**src/inc/dio_defines.svh**
```systemverilog
`ifndef DIO_DEFINES_SVH
`define DIO_DEFINES_SVH

// ****************************************************
// block geometry
// ****************************************************
`define DIO_NUM_IOE 4
`define DIO_NUM_CLK 8
`define DIO_CSEL_W 3
`define DIO_LSEL_W 2
`define DIO_AW 8
`define DIO_DW 32
`define DIO_BYTE 8
`define DIO_NBYTES 4

// ****************************************************
// register offsets
// ****************************************************
`define DIO_OFF_CFG0 8'h00
`define DIO_CFG_MASK 8'hF3
`define DIO_IDX_LSB 2
`define DIO_OFF_STATUS 8'h10

// ****************************************************
// element configuration word fields
// ****************************************************
`define DIO_F_CLKIN 0
`define DIO_F_CLKOUT 3
`define DIO_F_OE 6
`define DIO_F_CEIN 8
`define DIO_F_CEOUT 10
`define DIO_F_ACLR 12
`define DIO_F_SCLR 14
`define DIO_F_LVL 16
`define DIO_F_DDRIN 17
`define DIO_F_DDROUT 18
`define DIO_F_NEGOE 19
`define DIO_F_ALIGNF 20
`define DIO_F_INV 21
`define DIO_W_INV 10
`define DIO_F_ACLREN 31

// ****************************************************
// inversion bits inside the inversion field
// ****************************************************
`define DIO_INV_DA 0
`define DIO_INV_DB 1
`define DIO_INV_OE 2
`define DIO_INV_CEIN 3
`define DIO_INV_CEOUT 4
`define DIO_INV_ACLR 5
`define DIO_INV_SCLR 6
`define DIO_INV_CLKIN 7
`define DIO_INV_CLKOUT 8
`define DIO_INV_PIN 9

// ****************************************************
// status word fields
// ****************************************************
`define DIO_ST_RXA 0
`define DIO_ST_RXB 4
`define DIO_ST_PIN 8
`define DIO_ST_OEN 12

// ****************************************************
// reset values
// ****************************************************
`define DIO_CFG_RST 32'h0000_0000
`define DIO_RDATA_RST 32'h0000_0000
`define DIO_OE_OFF 1'b1

`endif

```
**src/inc/dio_pkg.sv**
```systemverilog
`include "dio_defines.svh"

package dio_pkg;

  typedef struct packed {
    logic clk_in_prev;
    logic clk_out_prev;
    logic in_pos;
    logic in_neg;
    logic in_latch;
    logic rx_a;
    logic rx_b;
    logic out_a;
    logic out_b;
    logic oe_pos;
    logic oe_neg;
    logic pin_out;
    logic pin_oe_n;
  } dio_elem_s;

  typedef struct packed {
    dio_elem_s [`DIO_NUM_IOE-1:0] elem;
    logic [`DIO_NUM_IOE-1:0][`DIO_DW-1:0] cfg;
    logic [`DIO_DW-1:0] prdata;
    logic pready;
    logic pslverr;
    logic [`DIO_NUM_IOE-1:0] row_a;
    logic [`DIO_NUM_IOE-1:0] row_b;
    logic [`DIO_NUM_IOE-1:0] dl_a;
    logic [`DIO_NUM_IOE-1:0] dl_b;
  } dio_top_s;

endpackage : dio_pkg

```
**src/rtl/dio_ioe_block.sv**
```systemverilog
// Function
// - six registers plus latch per element
// - input clock and enable chosen separately
// - output and oe share clock and enable
// - one oe register takes falling edge
// - at most four elements per block
// - eight dedicated I/O clock lines
// - each element picks its own controls
// - every element input may be inverted
// - one clear/preset source, kind per element
// - power-up level pairs with clear/preset
// - synchronous reset input supported
// - ddr in, ddr out and bidirectional ddr
// - input registers sample opposite edges
// - latch aligns both bits to one edge
// - output registers load on rising edge
// - clock high sends first, low second
// - row feeds row/column/direct, column column only
// - pin buffer enable is active low
// - falling-edge oe delays enable to fall
`include "dio_defines.svh"

module dio_ioe_block
  import dio_pkg::*;
#(
  parameter bit ROW_BLOCK = 1'b1
) (
  input wire logic pclk,
  input wire logic presetn,
  input wire logic [`DIO_AW-1:0] paddr,
  input wire logic psel,
  input wire logic penable,
  input wire logic pwrite,
  input wire logic [`DIO_DW-1:0] pwdata,
  input wire logic [`DIO_NBYTES-1:0] pstrb,
  output logic [`DIO_DW-1:0] prdata,
  output logic pready,
  output logic pslverr,
  input wire logic [`DIO_NUM_CLK-1:0] io_clk_lines,
  input wire logic [`DIO_NUM_IOE-1:0] pin_in,
  input wire logic [`DIO_NUM_IOE-1:0] core_dataouta,
  input wire logic [`DIO_NUM_IOE-1:0] core_dataoutb,
  input wire logic [`DIO_NUM_IOE-1:0] core_oe,
  input wire logic [`DIO_NUM_IOE-1:0] core_ce_in,
  input wire logic [`DIO_NUM_IOE-1:0] core_ce_out,
  input wire logic [`DIO_NUM_IOE-1:0] core_aclr,
  input wire logic [`DIO_NUM_IOE-1:0] core_sclr,
  output logic [`DIO_NUM_IOE-1:0] pin_out,
  output logic [`DIO_NUM_IOE-1:0] pin_oe_n,
  output logic [`DIO_NUM_IOE-1:0] col_rx_a,
  output logic [`DIO_NUM_IOE-1:0] col_rx_b,
  output logic [`DIO_NUM_IOE-1:0] row_rx_a,
  output logic [`DIO_NUM_IOE-1:0] row_rx_b,
  output logic [`DIO_NUM_IOE-1:0] dlink_rx_a,
  output logic [`DIO_NUM_IOE-1:0] dlink_rx_b
);

  dio_top_s s_reg;
  dio_top_s s_next;
  logic [`DIO_NUM_CLK-1:0] clk_sync;
  logic [`DIO_NUM_IOE-1:0] pin_sync;
  logic cfg_hit;
  logic status_hit;
  logic [`DIO_LSEL_W-1:0] idx;
  logic wr_cfg;
  logic [`DIO_DW-1:0] status_word;
  logic [`DIO_DW-1:0] wcfg;

  // ****************************************************
  // synchronisers for the I/O clock lines and the pins
  // ****************************************************
  // the I/O clocks are sampled on pclk, so their edges are seen as
  // events; they must be well below half the pclk rate to be seen
  dio_sync #(
    .WIDTH(`DIO_NUM_CLK)
  ) u_clk_sync (
    .pclk(pclk),
    .presetn(presetn),
    .d(io_clk_lines),
    .q(clk_sync)
  );

  dio_sync #(
    .WIDTH(`DIO_NUM_IOE)
  ) u_pin_sync (
    .pclk(pclk),
    .presetn(presetn),
    .d(pin_in),
    .q(pin_sync)
  );

  // ****************************************************
  // one element step: selection, inversion, edges, registers
  // ****************************************************
  function automatic dio_elem_s dio_elem_step(
    input dio_elem_s e,
    input logic [`DIO_DW-1:0] c,
    input logic [`DIO_NUM_CLK-1:0] clks,
    input logic pin,
    input logic da,
    input logic db,
    input logic [`DIO_NUM_IOE-1:0] oe_l,
    input logic [`DIO_NUM_IOE-1:0] cei_l,
    input logic [`DIO_NUM_IOE-1:0] ceo_l,
    input logic [`DIO_NUM_IOE-1:0] aclr_l,
    input logic [`DIO_NUM_IOE-1:0] sclr_l,
    input logic cfg_wr
  );
    dio_elem_s n;
    logic [`DIO_W_INV-1:0] inv;
    logic lvl;
    logic ci;
    logic co;
    logic p;
    logic ce_i;
    logic ce_o;
    logic oe_in;
    logic ac;
    logic sc;
    logic ri;
    logic fi;
    logic ro;
    logic fo;
    begin
      n = e;
      inv = c[`DIO_F_INV +: `DIO_W_INV];
      lvl = c[`DIO_F_LVL];
      ci = clks[c[`DIO_F_CLKIN +: `DIO_CSEL_W]] ^ inv[`DIO_INV_CLKIN];
      co = clks[c[`DIO_F_CLKOUT +: `DIO_CSEL_W]] ^ inv[`DIO_INV_CLKOUT];
      ce_i = cei_l[c[`DIO_F_CEIN +: `DIO_LSEL_W]] ^ inv[`DIO_INV_CEIN];
      ce_o = ceo_l[c[`DIO_F_CEOUT +: `DIO_LSEL_W]] ^ inv[`DIO_INV_CEOUT];
      oe_in = oe_l[c[`DIO_F_OE +: `DIO_LSEL_W]] ^ inv[`DIO_INV_OE];
      ac = (aclr_l[c[`DIO_F_ACLR +: `DIO_LSEL_W]] ^ inv[`DIO_INV_ACLR]) & c[`DIO_F_ACLREN];
      sc = sclr_l[c[`DIO_F_SCLR +: `DIO_LSEL_W]] ^ inv[`DIO_INV_SCLR];
      p = pin ^ inv[`DIO_INV_PIN];
      ri = ci & ~e.clk_in_prev;
      fi = ~ci & e.clk_in_prev;
      ro = co & ~e.clk_out_prev;
      fo = ~co & e.clk_out_prev;
      n.clk_in_prev = ci;
      n.clk_out_prev = co;
      // input side
      if (ri && ce_i) begin
        if (sc) begin
          n.in_pos = lvl;
          n.rx_a = lvl;
          n.rx_b = lvl;
        end else begin
          n.in_pos = p;
          if (!c[`DIO_F_DDRIN]) begin
            n.rx_a = p;
            n.rx_b = p;
          end else if (!c[`DIO_F_ALIGNF]) begin
            n.rx_a = e.in_latch;
            n.rx_b = e.in_neg;
          end
        end
      end
      if (fi && ce_i && c[`DIO_F_DDRIN]) begin
        if (sc) begin
          n.in_neg = lvl;
          n.in_latch = lvl;
        end else begin
          n.in_neg = p;
          n.in_latch = e.in_pos;
          if (c[`DIO_F_ALIGNF]) begin
            n.rx_a = e.in_pos;
            n.rx_b = p;
          end
        end
      end
      // output and output-enable side
      if (ro && ce_o) begin
        if (sc) begin
          n.out_a = lvl;
          n.out_b = lvl;
          n.oe_pos = lvl;
        end else begin
          n.out_a = da ^ inv[`DIO_INV_DA];
          n.out_b = db ^ inv[`DIO_INV_DB];
          n.oe_pos = ~oe_in;
        end
      end
      if (fo && ce_o) begin
        n.oe_neg = sc ? lvl : e.oe_pos;
      end
      // the pin follows the held registers, mux steered by the clock level
      if (c[`DIO_F_DDROUT]) begin
        n.pin_out = co ? e.out_a : e.out_b;
      end else begin
        n.pin_out = e.out_a;
      end
      // with falling-edge oe on, either oe register being high holds the buffer off until the fall; otherwise only oe_pos counts
      n.pin_oe_n = c[`DIO_F_NEGOE] ? (e.oe_pos | e.oe_neg) : e.oe_pos;
      // clear or preset overrides any clock edge; a config write acts as power-up
      if (ac || cfg_wr) begin
        n.in_pos = lvl;
        n.in_neg = lvl;
        n.in_latch = lvl;
        n.rx_a = lvl;
        n.rx_b = lvl;
        n.out_a = lvl;
        n.out_b = lvl;
        n.oe_pos = lvl;
        n.oe_neg = lvl;
      end
      return n;
    end
  endfunction : dio_elem_step

  // ****************************************************
  // register decode
  // ****************************************************
  always_comb begin
    cfg_hit = ((paddr & `DIO_CFG_MASK) == `DIO_OFF_CFG0);
    status_hit = (paddr == `DIO_OFF_STATUS);
    idx = paddr[`DIO_IDX_LSB +: `DIO_LSEL_W];
    wr_cfg = psel & penable & s_reg.pready & pwrite & cfg_hit;
    status_word = `DIO_RDATA_RST;
    for (int i = 0; i < `DIO_NUM_IOE; i++) begin
      status_word[`DIO_ST_RXA + i] = s_reg.elem[i].rx_a;
      status_word[`DIO_ST_RXB + i] = s_reg.elem[i].rx_b;
      status_word[`DIO_ST_PIN + i] = s_reg.elem[i].pin_out;
      status_word[`DIO_ST_OEN + i] = s_reg.elem[i].pin_oe_n;
    end
    wcfg = s_reg.cfg[idx];
    for (int b = 0; b < `DIO_NBYTES; b++) begin
      if (pstrb[b]) begin
        wcfg[b*`DIO_BYTE +: `DIO_BYTE] = pwdata[b*`DIO_BYTE +: `DIO_BYTE];
      end
    end
  end

  // ****************************************************
  // next state
  // ****************************************************
  always_comb begin
    s_next = s_reg;
    // apb: answer is prepared in setup, presented in the access cycle
    if (psel && !penable) begin
      s_next.pready = 1'b1;
      s_next.pslverr = ~(cfg_hit | status_hit);
      if (pwrite) begin
        s_next.prdata = `DIO_RDATA_RST;
      end else if (cfg_hit) begin
        s_next.prdata = s_reg.cfg[idx];
      end else if (status_hit) begin
        s_next.prdata = status_word;
      end else begin
        s_next.prdata = `DIO_RDATA_RST;
      end
    end else begin
      s_next.pready = 1'b0;
      s_next.pslverr = 1'b0;
    end
    if (wr_cfg) begin
      s_next.cfg[idx] = wcfg;
    end
    // four elements, each with its own data bit and shared control lines
    for (int i = 0; i < `DIO_NUM_IOE; i++) begin
      s_next.elem[i] = dio_elem_step(
        s_reg.elem[i],
        s_next.cfg[i],
        clk_sync,
        pin_sync[i],
        core_dataouta[i],
        core_dataoutb[i],
        core_oe,
        core_ce_in,
        core_ce_out,
        core_aclr,
        core_sclr,
        wr_cfg && (idx == `DIO_LSEL_W'(i))
      );
      // column blocks have no row or direct-link reach
      s_next.row_a[i] = ROW_BLOCK & s_reg.elem[i].rx_a;
      s_next.row_b[i] = ROW_BLOCK & s_reg.elem[i].rx_b;
      s_next.dl_a[i] = ROW_BLOCK & s_reg.elem[i].rx_a;
      s_next.dl_b[i] = ROW_BLOCK & s_reg.elem[i].rx_b;
    end
  end

  // ****************************************************
  // state register
  // ****************************************************
  always_ff @(posedge pclk or negedge presetn) begin
    if (!presetn) begin
      s_reg <= '0;
      for (int i = 0; i < `DIO_NUM_IOE; i++) begin
        s_reg.cfg[i] <= `DIO_CFG_RST;
        s_reg.elem[i].oe_pos <= `DIO_OE_OFF;
        s_reg.elem[i].oe_neg <= `DIO_OE_OFF;
        s_reg.elem[i].pin_oe_n <= `DIO_OE_OFF;
      end
    end else begin
      s_reg <= s_next;
    end
  end

  // ****************************************************
  // outputs
  // ****************************************************
  assign prdata = s_reg.prdata;
  assign pready = s_reg.pready;
  assign pslverr = s_reg.pslverr;
  assign row_rx_a = s_reg.row_a;
  assign row_rx_b = s_reg.row_b;
  assign dlink_rx_a = s_reg.dl_a;
  assign dlink_rx_b = s_reg.dl_b;

  always_comb begin
    for (int i = 0; i < `DIO_NUM_IOE; i++) begin
      pin_out[i] = s_reg.elem[i].pin_out;
      pin_oe_n[i] = s_reg.elem[i].pin_oe_n;
      col_rx_a[i] = s_reg.elem[i].rx_a;
      col_rx_b[i] = s_reg.elem[i].rx_b;
    end
  end

endmodule : dio_ioe_block

```
**src/rtl/dio_sync.sv**
```systemverilog
`include "dio_defines.svh"

module dio_sync #(
  parameter int WIDTH = 1
) (
  input wire logic pclk,
  input wire logic presetn,
  input wire logic [WIDTH-1:0] d,
  output logic [WIDTH-1:0] q
);

  typedef struct packed {
    logic [WIDTH-1:0] s1;
    logic [WIDTH-1:0] s2;
  } dio_sync_s;

  dio_sync_s s_reg;
  dio_sync_s s_next;

  // first stage feeds the second stage only
  always_comb begin
    s_next = s_reg;
    s_next.s1 = d;
    s_next.s2 = s_reg.s1;
  end

  always_ff @(posedge pclk or negedge presetn) begin
    if (!presetn) begin
      s_reg <= '0;
    end else begin
      s_reg <= s_next;
    end
  end

  assign q = s_reg.s2;

endmodule : dio_sync

```
**config.mk**
```make
export PLATFORM = sky130hd
export DESIGN_NAME = dio_ioe_block
export DESIGN_NICKNAME = d
export VERILOG_FILES = /design/src/inc/dio_pkg.sv /design/src/rtl/dio_ioe_block.sv /design/src/rtl/dio_sync.sv
export VERILOG_INCLUDE_DIRS = /design/src /design/src/inc
export SDC_FILE = /design/constraint.sdc
export NUM_CORES = 1
export LEC_CHECK = 0
export BUFFER_PORTS_ARGS = -buffer_cell sky130_fd_sc_hd__buf_2
export CORE_MARGIN = 2
export CORE_UTILIZATION = 28
export DETAILED_ROUTE_END_ITERATION = 6
export GPL_ROUTABILITY_DRIVEN = 0
export PLACE_DENSITY = 0.45
export SYNTH_ARGS = -nofsm -noshare
export SYNTH_HDL_FRONTEND = slang
export SYNTH_SLANG_ARGS = --single-unit
```
**constraint.sdc**
```tcl
create_clock -name pclk -period 3.5 [get_ports pclk]
set_input_delay 0.7 -clock pclk [delete_from_list [all_inputs] [get_ports pclk]]
set_output_delay 0.7 -clock pclk [all_outputs]
set_load 0.03 [all_outputs]
```
# Yosys cells after proc, flatten, opt, wreduce, memory -nomap -nowiden
# Cells that the tools add are included.
[totals]
reg_bits = 246
input_bits = 89
elab_cells = 380
[classes]
mux = 142
n_lt_le_gt_ge = 30
n_bitwise = 90
n_reduce_logical = 49
eq_ne = 4
[op_table]
columns = ["operator", "count"]
rows = [
  ["bitwise mux 128 bit", 1],
  ["2-to-1 mux 128 bit", 1],
  ["2-to-1 mux 32 bit", 4],
  ["binary-select mux 32 bit (select 2 bit)", 1],
  ["demux 32 bit (select 2 bit)", 1],
  ["less-than comparator 2 x 3 -> 1 bit, second input constant", 21],
  ["2-to-1 mux 2 bit", 29],
  ["2-to-1 mux 1 bit", 56],
  ["binary-select mux 1 bit (select 2 bit)", 20],
  ["XOR 1 bit", 40],
  ["2-to-1 mux 9 bit", 4],
  ["less-than comparator 3 x 4 -> 1 bit, second input constant", 8],
  ["2-to-1 mux 8 bit", 4],
  ["nonzero test 2 bit", 16],
  ["logical AND 1 bit", 26],
  ["AND 1 bit", 24],
  ["binary-select mux 1 bit (select 3 bit)", 8],
  ["2-to-1 mux 3 bit", 8],
  ["NOT 1 bit", 21],
  ["2-to-1 mux 16 bit", 1],
  ["2-to-1 mux 4 bit", 4],
  ["== test 8 x 5 -> 1 bit, second input constant", 1],
  ["zero test 8 bit", 1],
  ["OR 1 bit", 5],
  ["other kinds (6)", 10],
]

# Longest topological paths before layout
[depth]
word_depth = 16
depth_mapped = 15
mapped_depth_nobuf = 10

# Cells and area by module
# Synthesis repeated with hierarchy kept, for this count alone.
[hier_totals]
cells_unflattened = 1239
area_unflattened_um2 = 13588.0
[by_module_without_submodules]
columns = ["mod", "cells_each", "area_per_inst_um2", "n_inst", "seq_area_each_um2"]
rows = [
  ["dio_ioe_block", 1215, 12987.5, 1, 5570.3],
  ["dio_sync at u_clk_sync", 16, 400.4, 1, 400.4],
  ["dio_sync at u_pin_sync", 8, 200.2, 1, 200.2],
]

# Worst setup path after synthesis
# Ideal clock, no wire load.
[synth_timing]
kind = "in2reg"
start = "in paddr[6]"
end = "reg s_reg[226] in the netlist's numbering"
required_ns = 3.375
path_buffers = 1
setup_ns = 0.125
arrival_ns = 3.747
path_slack_ns = -0.372
cell_stages = 10
cell_sequence = "or4_4 nor4_2 mux2i_1 a221oi_1 a32o_1 or4_4 and2_0 buf_2 a21boi_4 mux2_2"
[synth_between]
elab_chain_len = 11
elab_cells_between_ends = 27
classes_between = "mux: 12; bitwise: 9; reduce/logical: 6"
[synth_rtl]
columns = ["element", "line_no", "rtl"]
rows = [
  ["start: declaration", "dio_ioe_block.sv:30", "input wire logic [`DIO_AW-1:0] paddr,"],
  ["zero test 8 bit (no line) (*)", "--", ""],
  ["AND 1 bit (*)", "dio_ioe_block.sv:218", "wr_cfg = psel & penable & s_reg.pready & pwrite & cfg_hit;"],
  ["2-to-1 mux 128 bit", "dio_ioe_block.sv:256", "if (wr_cfg) begin"],
  ["binary-select mux 1 bit (select 3 bit)", "dio_ioe_block.sv:128", "ci = clks[c[`DIO_F_CLKIN +: `DIO_CSEL_W]] ^ inv[`DIO_INV_CLKIN];"],
  ["2-to-1 mux 1 bit", "dio_ioe_block.sv:128", ""],
  ["XOR 1 bit", "dio_ioe_block.sv:128", ""],
  ["NOT 1 bit", "dio_ioe_block.sv:137", "fi = ~ci & e.clk_in_prev;"],
  ["AND 1 bit", "dio_ioe_block.sv:137", ""],
  ["logical AND 1 bit (2 in series)", "dio_ioe_block.sv:159", "if (fi && ce_i && c[`DIO_F_DDRIN]) begin"],
  ["nonzero test 2 bit (no line)", "--", ""],
  ["end signal: assignment", "dio_ioe_block.sv:296", "s_reg <= s_next;"],
  ["end: declaration", "dio_ioe_block.sv:58", "dio_top_s s_reg;"],
]
# Every way passes the cells marked *; elsewhere a longest branch is shown, timed or not. The select of a mux whose other input is x is not followed.
# A chain may end at the register's enable or synchronous reset.

==> impl_metrics.tcl <==
set metrics [dict create \
    path_cells "buf_6 > or4_4 > buf_6 > or4_4 > buf_6 > buf_12 > o21ai_0 > mux4_2 > xnor2_1 > mux2_1 > mux2_2" \
    synthFlopType "dfrtp_1" \
    tightest_slew_ns 0.6406 \
    clk_pin_slew_worst_paths_ns 0.06 \
    clock-root-buffer "clkbuf_16" \
    crit_path_max_fanout 5 \
    drt-total-wl_um 52650 \
    core_mm2 0.05038 \
    wire_per_inst_um 21.89 \
    r2r_setup_slack_ns 0.15 \
    max_stage_delay_ns 0.60 \
    cp.required_ns 4.02 \
    drt_pre_antenna_iters 5 \
    dp_hpwl_um 39280 \
    synthDistinctLibCells 103 \
    insertion_delay_ns 0.59 \
    async_flop_share_pct 100.0 \
    post-route-util_pct 38.47 \
    rows 82 \
    design_area_mm2 0.01938 \
    numCtsBuffers 31 \
    clock-sinks 246 \
    leakage_uw 0.009455 \
    hold_class "primary input to asynchronous set/reset pin" \
    rsz0062_at_grt "true" \
    max_cap_violations 0 \
    fill_cells 4990 \
    final.setup_skew_ns 0.02096 \
    hold_viol_final 0 \
    switching_share_pct 28.00 \
    outcome "completed" \
    postRouteAntennaNets 0 \
    antenna_found_initial 1 \
    largest_register_ffs 164 \
    grt_usage_pct 19.40 \
    die_area_mm2 0.05298 \
    clock_path_buffers 3 \
    area.sequential_mm2 0.006171 \
    period_minus_slack_ns 3.489 \
    cts_tree "done" \
    r2r_cells 11 \
    mappedNetlistArea_mm2 0.01432 \
    die_width_um 230.2 \
    io_pins 155 \
    htreeDepth 1 \
    syn_nets 1441 \
    initial_core_util_pct 28.43 \
    startpoint_type "primary input" \
    crit_type "primary input to register" \
    switchingPower_uw 2049 \
    wl_met3_um 2657 \
    yosysWarnings 0 \
    vias_per_cell 4.989 \
    finalMaxSlewViolations 0 \
    drtIter0Drc 964 \
    ys_seq_elements 246 \
    grt_pass1_vias 12120 \
    crit_path_frequent_cell "buf_6" \
    arrival_ns 4.01 \
    grt_pass1_wl_um 77630 \
    pwr-share-clk_pct 44.4 \
    critPathLaunch "paddr[6]" \
    max_freq_mhz 286.6 \
    placed_area_mm2 0.01749 \
    max_slew_margin_pct 57.29 \
    drc_errors 0 \
    p_int_uw 5268 \
    grt_max_degree 70 \
    dieHeight_um 230.2 \
    portBuffers 154 \
    period_share_pct 99.68 \
    powerDensity_mw_per_mm2 377.6 \
    worst_ir_drop_vdd_mv 0.3709 \
    route.met2.wl_um 24590 \
    multi_input_area_mm2 0.007644 \
    ctsHoldBuffers 0 \
    syn2layout_area_growth_pct 35.30 \
    pwr-share-seq_pct 42.4 \
    r2r_start "pready" \
    vias 12000 \
    crit_path_end_kind "register" \
    highest_layer "met4" \
    synth.avg_cell_area_um2 10.59 \
    synth-edff-count 0 \
    wl_met1_um 23770 \
    synth_seq_area_share_pct 43.09 \
    layout-drive-gt1-share_pct 42.40 \
    grt_overflow 0 \
    reg2reg_to "s_reg[187]" \
    comb_power_share_pct 13.1 \
    setup_viol 0 \
    synth_cells 1352 \
    nNetsFinal 1795 \
    slowest_stage "mux4_2" \
]
-- logic make-up after synthesis --
kind of cell | share of synthesized area, %
AND/OR/NAND/NOR | 12.18
AO/OA/AOI/OAI | 15.72
flip-flops | 43.09
buffers and inverters | 8.570
multiplexers | 18.32
XOR/XNOR | 2.123
-- worst max-delay path by stage --
stage / endpoint / slack [ns] / cells after the start
floorplan: s_reg[226] / -0.26 / 10
global placement: s_reg[213] / -0.66 / 13
detailed placement: s_reg[221] / -0.68 / 12
CTS: s_reg[180] / -0.04 / 12
global route: s_reg[180] / -0.07 / 15
finish: s_reg[207] / 0.01 / 11
-- what timing repair did --
item	CTS	global route
gates cloned	0	1
setup buffers	4	22
pin swaps	11	23
endpoints found under the setup margin	12	36
gates resized for setup	27	106
-- critical path: cells and delay by family --
family / cells / cell delay, ns
multiplexers: 3 / 1.14
AO/OA/AOI/OAI: 1 / 0.29
XOR/XNOR: 1 / 0.14
buffers and inverters: 4 / 0.55
AND/OR/NAND/NOR: 2 / 1.17
-- power groups by stage --
stage | clock, uW | sequential, uW | combinational (uW)
CTS | 3330 | 3100 | 942
detailed placement | 0 | 3150 | 928
global placement | 0 | 3150 | 925
finish | 3250 | 3100 | 962
global route | 3450 | 3120 | 1040
floorplan | 0 | 3070 | 577
-- Yosys cell counts (27+ instances only) --
cell type    n  area [um2]
nor2_1      41       153.9
o21ai_0     72       360.4
a21oi_1     28       140.1
dfrtp_1    234        5856
buf_4       69       518.0
mux4_2      34       765.7
mux2_2      40       450.4
mux2i_1    123        1231
clkbuf_1    33       123.9
nand3_1     27       135.1
nand2_1    137       514.2
inv_1       86       322.8
-- per-layer routing --
metal / global-route usage [%] / vias to the layer above
li1: - / 5583
met1: 26.52 / 6036
met2: 30.85 / 303
met3: 3.336 / 77
met4: 6.875 / 0
met5: 0 / -
-- layout make-up --
| type | instances | share of cell area [%] |
|---|---|---|
| multi-input combinational | 877 | 39.44 |
| timing repair buffer | 461 | 17.38 |
| tap | 672 | 4.339 |
| inverter | 89 | 1.724 |
| antenna | 2 | 0.02583 |
| clock buffer | 46 | 4.604 |
| sequential | 246 | 31.84 |
| clock inverter | 12 | 0.6392 |
-- cells in the final DEF (no fill, tap or decap), types with 12 or more instances in the layout --
cell type / count
buf_12: 15
o21ai_1: 23
xnor2_1: 14
o21ai_0: 60
nor2b_1: 19
a21oi_1: 22
a31oi_1: 13
a22o_1: 19
o211ai_1: 21
dfstp_2: 12
mux2i_1: 113
clkbuf_16: 32
mux2_2: 34
nand2b_1: 16
nor2_1: 34
inv_1: 84
buf_2: 152
nand2_1: 133
buf_6: 16
dfrtp_1: 234
mux4_2: 35
buf_4: 274
nand3_1: 25
-- through the flow --
step / setup slack (ns) / TNS (ns) / hold WS [ns] / total power (uW) / instances
floorplan: -0.2603 / -3.702 / 0.3312 / 3647 / 1352
global placement: -0.6631 / -21.96 / 0.3335 / 4076 / 2322
detailed placement: -0.6811 / -23.13 / 0.3347 / 4081 / 2322
CTS: -0.03518 / -0.07009 / 0.05323 / 7370 / 2383
global route: -0.06711 / -0.5103 / 0.06210 / 7605 / 2403
finish: 0.01130 / 0 / 0.03728 / 7317 / 2405
(Power assumes the default switching activity.)
